<file path="config.mk">
export PLATFORM = sky130hd
export DESIGN_NAME = ata_security_lock_control
export DESIGN_NICKNAME = d
export VERILOG_FILES = /design/src/shared/sec_lock_pkg.sv /design/src/rtl/ata_security_lock_control.sv
export SDC_FILE = /design/constraint.sdc
export NUM_CORES = 1
export LEC_CHECK = 0
export ABC_CLOCK_PERIOD_IN_PS = 4950
export BUFFER_PORTS_ARGS = -buffer_cell sky130_fd_sc_hd__buf_2
export CAP_MARGIN = 20
export CELL_PAD_IN_SITES_DETAIL_PLACEMENT = 2
export CELL_PAD_IN_SITES_GLOBAL_PLACEMENT = 2
export CORE_MARGIN = 3
export CORE_UTILIZATION = 33
export CTS_BUF_LIST = sky130_fd_sc_hd__clkbuf_4
export DETAILED_ROUTE_END_ITERATION = 8
export PLACE_DENSITY_LB_ADDON = 0.1
export SLEW_MARGIN = 10
export SYNTH_ARGS = -nofsm -noshare
export SYNTH_HDL_FRONTEND = slang
export SYNTH_SLANG_ARGS = --single-unit
</file>
<file path="constraint.sdc">
create_clock -name clk -period 4.95 [get_ports clk]
set_input_delay 0 -clock clk [delete_from_list [all_inputs] [get_ports clk]]
set_output_delay 0 -clock clk [all_outputs]
set_load 0.005 [all_outputs]
</file>
<file path="src/shared/sec_lock_pkg.sv">
package sec_lock_pkg;
	// ----------------------------------------
	// security command opcodes
	// ----------------------------------------
	localparam logic [7:0] OP_SET_PW = 8'hf1;
	localparam logic [7:0] OP_UNLOCK = 8'hf2;
	localparam logic [7:0] OP_ERASE_PREP = 8'hf3;
	localparam logic [7:0] OP_ERASE_UNIT = 8'hf4;
	localparam logic [7:0] OP_FREEZE = 8'hf5;
	localparam logic [7:0] OP_DISABLE_PW = 8'hf6;
	// ----------------------------------------
	// media access and config opcodes gated in locked mode
	// ----------------------------------------
	localparam logic [7:0] OP_RD_SEC = 8'h20;
	localparam logic [7:0] OP_RD_SEC_EXT = 8'h24;
	localparam logic [7:0] OP_RD_DMA_EXT = 8'h25;
	localparam logic [7:0] OP_RD_MUL_EXT = 8'h29;
	localparam logic [7:0] OP_WR_SEC = 8'h30;
	localparam logic [7:0] OP_WR_SEC_EXT = 8'h34;
	localparam logic [7:0] OP_WR_DMA_EXT = 8'h35;
	localparam logic [7:0] OP_WR_MUL_EXT = 8'h39;
	localparam logic [7:0] OP_SET_MAX_EXT = 8'h37;
	localparam logic [7:0] OP_VERIFY = 8'h40;
	localparam logic [7:0] OP_VERIFY_EXT = 8'h42;
	localparam logic [7:0] OP_FORMAT_TRK = 8'h50;
	localparam logic [7:0] OP_WR_VERIFY = 8'h3c;
	localparam logic [7:0] OP_RD_LONG = 8'h22;
	localparam logic [7:0] OP_WR_LONG = 8'h32;
	localparam logic [7:0] OP_RD_MUL = 8'hc4;
	localparam logic [7:0] OP_WR_MUL = 8'hc5;
	localparam logic [7:0] OP_RD_DMA = 8'hc8;
	localparam logic [7:0] OP_WR_DMA = 8'hca;
	localparam logic [7:0] OP_FLUSH = 8'he7;
	localparam logic [7:0] OP_FLUSH_EXT = 8'hea;
	localparam logic [7:0] OP_FORMAT_UNIT = 8'hf7;
	localparam logic [7:0] OP_SET_MAX = 8'hf9;
	localparam logic [7:0] OP_DEV_CFG = 8'hb1;
	// device configuration subcommands (feature field)
	localparam logic [7:0] DCO_RESTORE = 8'hc0;
	localparam logic [7:0] DCO_SET = 8'hc3;
	// set max subcommand meaning "address"
	localparam logic [7:0] SETMAX_ADDR = 8'h00;
	// ----------------------------------------
	// revision code, attempt limit, identify bits
	// ----------------------------------------
	localparam logic [15:0] REV_DEFAULT = 16'hfffe;
	localparam logic [15:0] REV_RSVD_LO = 16'h0000;
	localparam logic [15:0] REV_RSVD_HI = 16'hffff;
	localparam logic [2:0] ATTEMPT_LIMIT = 3'h5;
	localparam int EXPIRED_BIT = 4;
	localparam int REV_WORD = 92;
	localparam int STATUS_WORD = 128;
	typedef enum logic [1:0] {MODE_UNLOCKED, MODE_LOCKED, MODE_FROZEN} mode_e;
endpackage

</file>
<file path="src/rtl/ata_security_lock_control.sv">
`timescale 1ns/1ps
// Operation
// - decode opcodes F1h through F6h
// - user password set: power on locked (nrst here clears the user password, so power on is always unlocked)
// - only unlock or erase unit unlock
// - no password: power on unlocked
// - freeze blocks password commands until power off
// - locked mode command accept list
// - high level: master unlocks via unlock
// - maximum level: master only via erase
// - master password never enables lock
// - user password locks at next reset
// - master revision code, default FFFEh
// - one shared mismatch counter
// - five mismatches set expired, abort unlock
// - resets clear counter and expired flag
module ata_security_lock_control
	import sec_lock_pkg::*;
(
	// clock and reset
	input wire logic clk,
	input wire logic nrst,
	input wire logic clk_en,
	// hard reset from the task file, same clock
	input wire logic hard_reset,
	// command strobe and task file
	input wire logic cmd_valid,
	input wire logic [7:0] cmd_opcode,
	input wire logic [7:0] cmd_feature,
	// decoded data sector, valid with cmd_valid
	input wire logic sect_pw_master,
	input wire logic sect_level_max,
	input wire logic [15:0] sect_rev_code,
	input wire logic pw_match_user,
	input wire logic pw_match_master,
	// answer
	output logic resp_valid,
	output logic resp_abort,
	output logic data_in_req,
	output logic erase_start,
	// state shown in identify data
	output logic [1:0] sec_mode,
	output logic user_pw_set,
	output logic level_max,
	output logic [15:0] master_rev_code,
	output logic unlock_attempts_expired,
	output logic [2:0] mismatch_count
);
	// ----------------------------------------
	// state
	// ----------------------------------------
	mode_e mode_ff, nxt_mode;
	logic user_set_ff, nxt_user_set;
	logic lvl_max_ff, nxt_lvl_max;
	logic [15:0] rev_ff, nxt_rev;
	logic [2:0] cnt_ff, nxt_cnt;
	logic expired_ff, nxt_expired;
	logic prep_ff, nxt_prep;
	logic rv_ff, nxt_rv;
	logic ab_ff, nxt_ab;
	logic dreq_ff, nxt_dreq;
	logic erase_ff, nxt_erase;
	logic media_cmd;
	logic pw_ok;

	// ----------------------------------------
	// command gating
	// ----------------------------------------
	always_comb begin
		unique case (cmd_opcode)
			OP_RD_SEC, OP_RD_SEC_EXT, OP_RD_DMA, OP_RD_DMA_EXT, OP_RD_MUL, OP_RD_MUL_EXT, OP_RD_LONG,
			OP_WR_SEC, OP_WR_SEC_EXT, OP_WR_DMA, OP_WR_DMA_EXT, OP_WR_MUL, OP_WR_MUL_EXT, OP_WR_LONG,
			OP_VERIFY, OP_VERIFY_EXT, OP_WR_VERIFY, OP_FORMAT_TRK, OP_FORMAT_UNIT,
			OP_FLUSH, OP_FLUSH_EXT, OP_SET_MAX_EXT: media_cmd = 1'b1;
			OP_SET_MAX: media_cmd = (cmd_feature == SETMAX_ADDR);
			OP_DEV_CFG: media_cmd = (cmd_feature == DCO_RESTORE) || (cmd_feature == DCO_SET);
			default: media_cmd = 1'b0;
		endcase
	end

	// mismatch counts whichever password type the sector names
	always_comb begin
		pw_ok = sect_pw_master ? pw_match_master : pw_match_user;
	end

	always_comb begin
		nxt_mode = mode_ff;
		nxt_user_set = user_set_ff;
		nxt_lvl_max = lvl_max_ff;
		nxt_rev = rev_ff;
		nxt_cnt = cnt_ff;
		nxt_expired = expired_ff;
		nxt_prep = prep_ff;
		nxt_rv = 1'b0;
		nxt_ab = ab_ff;
		nxt_dreq = 1'b0;
		nxt_erase = 1'b0;
		if (hard_reset) begin
			// hard reset relocks if a user password stands; frozen is left only by power off
			if (mode_ff != MODE_FROZEN)
				nxt_mode = user_set_ff ? MODE_LOCKED : MODE_UNLOCKED;
			nxt_cnt = 3'h0;
			nxt_expired = 1'b0;
			nxt_prep = 1'b0;
			nxt_ab = 1'b0;
		end else if (cmd_valid) begin
			nxt_rv = 1'b1;
			nxt_ab = 1'b0;
			nxt_prep = 1'b0;
			unique case (cmd_opcode)
				OP_SET_PW: begin
					nxt_dreq = 1'b1;
					if (mode_ff != MODE_UNLOCKED)
						nxt_ab = 1'b1;
					else if (sect_pw_master) begin
						// master alone never enables the lock
						if (sect_rev_code != REV_RSVD_LO && sect_rev_code != REV_RSVD_HI)
							nxt_rev = sect_rev_code;
					end else begin
						nxt_user_set = 1'b1;
						nxt_lvl_max = sect_level_max;
					end
				end
				OP_UNLOCK: begin
					nxt_dreq = 1'b1;
					if (mode_ff == MODE_FROZEN || expired_ff)
						nxt_ab = 1'b1;
					else if (pw_ok && !(sect_pw_master && lvl_max_ff)) begin
						if (mode_ff == MODE_LOCKED)
							nxt_mode = MODE_UNLOCKED;
					end else begin
						nxt_ab = 1'b1;
						if (!pw_ok) begin
							nxt_cnt = cnt_ff + 3'h1;
							if (cnt_ff + 3'h1 >= ATTEMPT_LIMIT)
								nxt_expired = 1'b1;
						end
					end
				end
				OP_ERASE_PREP: begin
					nxt_prep = 1'b1;
				end
				OP_ERASE_UNIT: begin
					nxt_dreq = 1'b1;
					if (mode_ff == MODE_FROZEN || expired_ff || !prep_ff)
						nxt_ab = 1'b1;
					else if (pw_ok) begin
						// erase clears the user password and unlocks
						nxt_erase = 1'b1;
						nxt_mode = MODE_UNLOCKED;
						nxt_user_set = 1'b0;
						nxt_lvl_max = 1'b0;
					end else begin
						nxt_ab = 1'b1;
						nxt_cnt = cnt_ff + 3'h1;
						if (cnt_ff + 3'h1 >= ATTEMPT_LIMIT)
							nxt_expired = 1'b1;
					end
				end
				OP_FREEZE: begin
					if (mode_ff == MODE_LOCKED)
						nxt_ab = 1'b1;
					else
						nxt_mode = MODE_FROZEN;
				end
				OP_DISABLE_PW: begin
					nxt_dreq = 1'b1;
					if (mode_ff != MODE_UNLOCKED || !pw_ok)
						nxt_ab = 1'b1;
					else begin
						nxt_user_set = 1'b0;
						nxt_lvl_max = 1'b0;
					end
				end
				default: begin
					if (mode_ff == MODE_LOCKED && media_cmd)
						nxt_ab = 1'b1;
				end
			endcase
			// saturate at the limit; counter never wraps
			if (cnt_ff >= ATTEMPT_LIMIT)
				nxt_cnt = ATTEMPT_LIMIT;
		end
	end

	// power on: locked only with a user password (kept in retained state, reset to none here)
	always_ff @(posedge clk or negedge nrst) begin
		if (!nrst) begin
			mode_ff <= MODE_UNLOCKED;
			user_set_ff <= 1'b0;
			lvl_max_ff <= 1'b0;
			rev_ff <= REV_DEFAULT;
			cnt_ff <= 3'h0;
			expired_ff <= 1'b0;
			prep_ff <= 1'b0;
			rv_ff <= 1'b0;
			ab_ff <= 1'b0;
			dreq_ff <= 1'b0;
			erase_ff <= 1'b0;
		end else if (clk_en) begin
			mode_ff <= nxt_mode;
			user_set_ff <= nxt_user_set;
			lvl_max_ff <= nxt_lvl_max;
			rev_ff <= nxt_rev;
			cnt_ff <= nxt_cnt;
			expired_ff <= nxt_expired;
			prep_ff <= nxt_prep;
			rv_ff <= nxt_rv;
			ab_ff <= nxt_ab;
			dreq_ff <= nxt_dreq;
			erase_ff <= nxt_erase;
		end
	end

	// ----------------------------------------
	// outputs
	// ----------------------------------------
	assign resp_valid = rv_ff;
	assign resp_abort = ab_ff;
	assign data_in_req = dreq_ff;
	assign erase_start = erase_ff;
	assign sec_mode = mode_ff;
	assign user_pw_set = user_set_ff;
	assign level_max = lvl_max_ff;
	assign master_rev_code = rev_ff;
	assign unlock_attempts_expired = expired_ff;
	assign mismatch_count = cnt_ff;
endmodule

</file>
Word level (Yosys, flattened, before mapping). Cells that the tools add are included.

Muxes and demuxes: 62. $lt $le $gt $ge: 2. Add/sub/neg operators: 1. Bitwise operators: 2. Div/mod/pow operators: 0. Shift-type cells: 0. Multiply operators: 0. Eq/ne operators: 52. Reductions and logical operators: 27.

Operators with widths (number): $eq 8x8->1 const B (17); $eq 8x6->1 const B (12); $mux 1 (39); $eq 8x7->1 const B (3); $reduce_or 22->1 (1); $mux 3 (7); $ne 3x3->1 const B (7); $mux 2 (9); $ne 16x16->1 const B (1); $reduce_bool 16->1 (1); $ne 2x2->1 const B (6); $ne 4x4->1 const B (3); $reduce_and 6->1 (2); $reduce_and 10->1 (1); $pmux 1 s3 (3); $reduce_and 9->1 (1); $logic_not 8->1 (1); $reduce_bool 4->1 (2); $reduce_and 7->1 (1); $ge 3x3->1 const B (2); $pmux 1 s6 (1); $pmux 2 s3 (1); $pmux 3 s2 (1); $reduce_bool 3->1 (2); 12 further kinds (22).

Bits in latches: 0. Bits in writable memories: 0. Output and inout bits: 28. Input bits: 41. Memories kept: 0. Memory bits (read-only): 0. Word-level logic and storage cells: 157. Bits in registers: 29.

Depth between registers and ports, before layout.
Depth in word-level cells: 9. Gate-level depth with buffers: 9. Gate-level depth less buffers: 6.

Worst setup path after synthesis. No wires, ideal clock.

Path kind: register -> register. Start point: reg mode_ff[1] (netlist: sec_mode[1]). End point: reg user_set_ff (netlist: user_pw_set). Cell stages (with the launch flop): 6. Setup slack: 3.260 ns. Required time: 4.825 ns. Path buffers: 0. Library setup time: 0.125 ns. Data arrival time: 1.566 ns. Cell sequence: dfrtp_1 nor2b_1 nor3_1 o32a_1 nand4_1 mux2_2.

Word-level cells in the longest chain between the ends: 5.

RTL lines: start, declared (line ata_security_lock_control.sv:52) `mode_e mode_ff, nxt_mode;`; start signal, assigned (line ata_security_lock_control.sv:201) `mode_ff <= nxt_mode;`; $eq 2x2->1 (line ata_security_lock_control.sv:145) `if (mode_ff == MODE_FROZEN || expired_ff || !prep_ff)`; $logic_or 1x1->1 (2 in a row) (line ata_security_lock_control.sv:145); $ne 2x2->1 (no source line); $reduce_and 9->1 (no source line) (*); end signal, assigned (line ata_security_lock_control.sv:202) `user_set_ff <= nxt_user_set;`; end, declared (line ata_security_lock_control.sv:53) `logic user_set_ff, nxt_user_set;`.

Every way passes the cells marked *; elsewhere a longest branch is shown, timed or not. A chain may end at the register's enable or synchronous reset.

Worst setup path in the final report.
Start point: in clk_en. End point: reg rev_ff[10] (netlist: master_rev_code[10]).

Word-level cells in the longest chain between the ends: 1.

RTL lines: start, declared (line ata_security_lock_control.sv:23) `input wire logic clk_en,`; $reduce_and 7->1 (no source line); end signal, assigned (line ata_security_lock_control.sv:204) `rev_ff <= nxt_rev;`; end, declared (line ata_security_lock_control.sv:55) `logic [15:0] rev_ff, nxt_rev;`.

No other way between the ends.

==> flow_summary.json <==
{
  "outcome": "completed",
  "vdd_drop_max_mv": 0.0839,
  "leakage_uw": 0.00119,
  "dr.first_iter.drc_count": 52,
  "nets": 334,
  "postCtsSetupRepairBufs": 0,
  "netlist_area_um2": 2020,
  "clockRootBuffer": "clkbuf_4",
  "antenna_found_initial": 0,
  "cts_hold_buffers": 20,
  "worstPathArrival_ns": 2.57,
  "n_fill_cell": 635,
  "numCtsBuffers": 5,
  "rrSetupSlack_ns": 2.75,
  "fmax_mhz": 434,
  "vias": 2017,
  "total_power_uw": 507,
  "cts_max_level": 2,
  "dieArea_um2": 7110,
  "grt_pass1_wl_um": 12100,
  "ant_nets": 0,
  "reg2reg_depth": 5,
  "tightest_slew_ns": 0.892,
  "area_growth_pct": 28.8,
  "cts_tree": "built",
  "rsz0062_at_grt": "no",
  "drv_cap": 0,
  "crit_chain": "dlygate4sd3_1 -> buf_2 -> and3b_1 -> nand3_1 -> nor3_2 -> and2_1 -> mux2_2",
  "syn-num-nets": 252,
  "place.gp.congestion": 0.784,
  "hold_violations": 0,
  "die_w_um": 84.3,
  "yosys_warnings": 0,
  "via_per_inst": 5.56,
  "clkLatencyLatePin_ns": 0.34,
  "yosysSeqAreaShare_pct": 36.8,
  "holdPathEnd": "master_rev_code[3]",
  "port_buffers": 68,
  "tns_ns": 0,
  "grt_start_max_net_pins": 30,
  "start_util_pct": 35.5,
  "path_clk_slew_ns": 0.10,
  "overflow": 0,
  "clockBufferDepth": 2,
  "worstSetupEndpointType": "register",
  "multi_input_area_um2": 1140,
  "ys_types": 55,
  "clkSinkCount": 29,
  "critPathMaxFanout": 16,
  "synthArstFlopShare_pct": 100,
  "p_per_area_nw_per_um2": 194,
  "synth-seq-cells": 29,
  "wirelength_um": 7470,
  "timing.slew.headroom_pct": 40.5,
  "cts_resized": 0,
  "timing.rr.end": "master_rev_code[10]",
  "grt_usage_pct": 21.3,
  "dp.cells": 335,
  "hp-class": "input pin to register",
  "yosys_most_used_dff": "dfstp_2",
  "crit_type": "input pin to register",
  "die_h_um": 84.3,
  "grt_pass1_vias": 2247,
  "drive_gt1_share_pct": 37.1,
  "drc": 0,
  "fin_crit_sh_pct": 46.5,
  "core-area_um2": 5710,
  "hold_start": "sect_pw_master",
  "max_stage_delay_ns": 0.74,
  "cp_slowest_cell": "and2_1",
  "r2r-start": "sec_mode[1]",
  "avgSynthCellArea_um2": 9.73,
  "seqCellArea_um2": 744,
  "required_ns": 5.22,
  "holdPathStages": 5,
  "core.rowCount": 27,
  "synth_edf_count": 0,
  "hpwl_um": 4960,
  "synthCells": 208,
  "critPathLaunchType": "input pin",
  "period_needed_ns": 2.30,
  "skew_ns": 0.0111,
  "setup_violations": 0,
  "firstDrtPassIters": 4,
  "wire_per_inst_um": 20.6,
  "diodes": 0,
  "ioPinCount": 69,
  "final_cell_count_no_fill": 363,
  "finalMaxSlewViolations": 0
}
-- layout by cell type, fill, tap and decap left out, drive strengths merged, types with 2 or more instances in the layout --
master,n
clkinv,3
nand3,9
a211oi,3
mux2,16
a31oi,5
nor3b,5
nand4,11
nand2b,3
dlygate4sd3,20
and3b,5
a211o,2
a41o,2
mux2i,3
nor4,7
buf,68
dfstp,15
nor3,3
o22ai,3
and2,6
o22a,2
nor2,13
nand2,10
a32oi,3
nor2b,5
inv,10
ha,3
nand3b,2
dfrtp,14
o211ai,2
and3,2
xnor2,2
o21ai,10
a21oi,4
clkbuf,5
-- stage by stage --
stage          area [um^2]  utilization (%)  hold slack (ns)  setup slack, ns
6_report              2610             45.7           0.0709             2.65
5_1_grt               2610             45.7           0.0990             2.58
4_1_cts               2610             45.7           0.0681             2.74
3_5_place_dp          2360             41.3           0.0762             2.76
3_3_place_gp          2360             41.3           0.0752             2.84
2_1_floorplan         2020                -           -0.296             3.26
-- worst max path at each step --
stage / slack [ns] / endpoint / from
after global placement: 2.84 / master_rev_code[8] / sec_mode[1]
after CTS: 2.74 / master_rev_code[8] / clk_en
final: 2.65 / master_rev_code[10] / clk_en
after detailed placement: 2.76 / master_rev_code[8] / sec_mode[1]
after global routing: 2.58 / master_rev_code[7] / clk_en
after floorplan: 3.26 / user_pw_set / sec_mode[1]
-- layout make-up --
class                           instances  share of cell area (%)
Timing Repair Buffer                   88                    20.7
Clock buffer                            5                    1.44
Clock inverter                          3                   0.480
Sequential cell                        29                    28.6
Tap cell                               72                    3.45
Inverter                               10                    1.44
Multi-Input combinational cell        156                    43.9
-- critical path, delay by kind of cell --
kind / cells / cell delay, ns
simple gates: 4 / 1.42
buf+inv: 2 / 0.72
mux: 1 / 0.43
-- routing by layer --
metal  routed length (um)  vias to the layer above  track usage [%]
met3                  259                        4             3.73
met1                 3270                     1014             26.0
met4                   38                        0             4.68
li1                     -                      953                -
met2                 3910                       46             38.9
met5                    0                        -                0
-- Yosys cell counts, types with 3 or more instances --
master	instances	area, um^2
mux2_4	9	135
o22ai_1	3	18.8
nor3b_1	5	37.5
ha_1	3	37.5
nor2b_1	5	31.3
dfstp_2	15	394
buf_6	3	33.8
a21oi_1	4	20.0
nand2b_1	3	18.8
inv_1	10	37.5
dfrtp_1	14	350
o21ai_0	8	40.0
and3b_1	5	43.8
nor2_1	13	48.8
buf_2	4	20.0
clkbuf_1	3	11.3
mux2i_1	3	30.0
mux2_2	7	78.8
and2_1	6	37.5
a31oi_1	5	31.3
a32oi_1	3	26.3
nand4_1	10	62.6
nor4_1	7	43.8
nand2_1	10	37.5
a211oi_1	3	22.5
nand3_1	9	45.0
-- state kept, by name (all words and copies together), names as in the netlist --
register,flops
data_in_req,1
user_pw_set,1
resp_valid,1
master_rev_code,16
prep_ff,1
mismatch_count,3
resp_abort,1
sec_mode,2
erase_start,1
level_max,1
unlock_attempts_expired,1
-- power by group --
group          internal, uW  switching (uW)
Sequential              244            6.44
Clock                  51.3            91.5
Combinational          48.6            65.2
-- kinds of logic after synthesis --
family | count (synthesis) | synth area share, %
compound gates | 45 | 15.6
xor+xnor | 3 | 1.30
fa+ha+maj | 3 | 1.85
buf+inv | 23 | 6.67
flops | 29 | 36.8
mux | 19 | 12.1
simple gates | 86 | 25.7
Note: power is estimated with default switching activity, not from simulation.
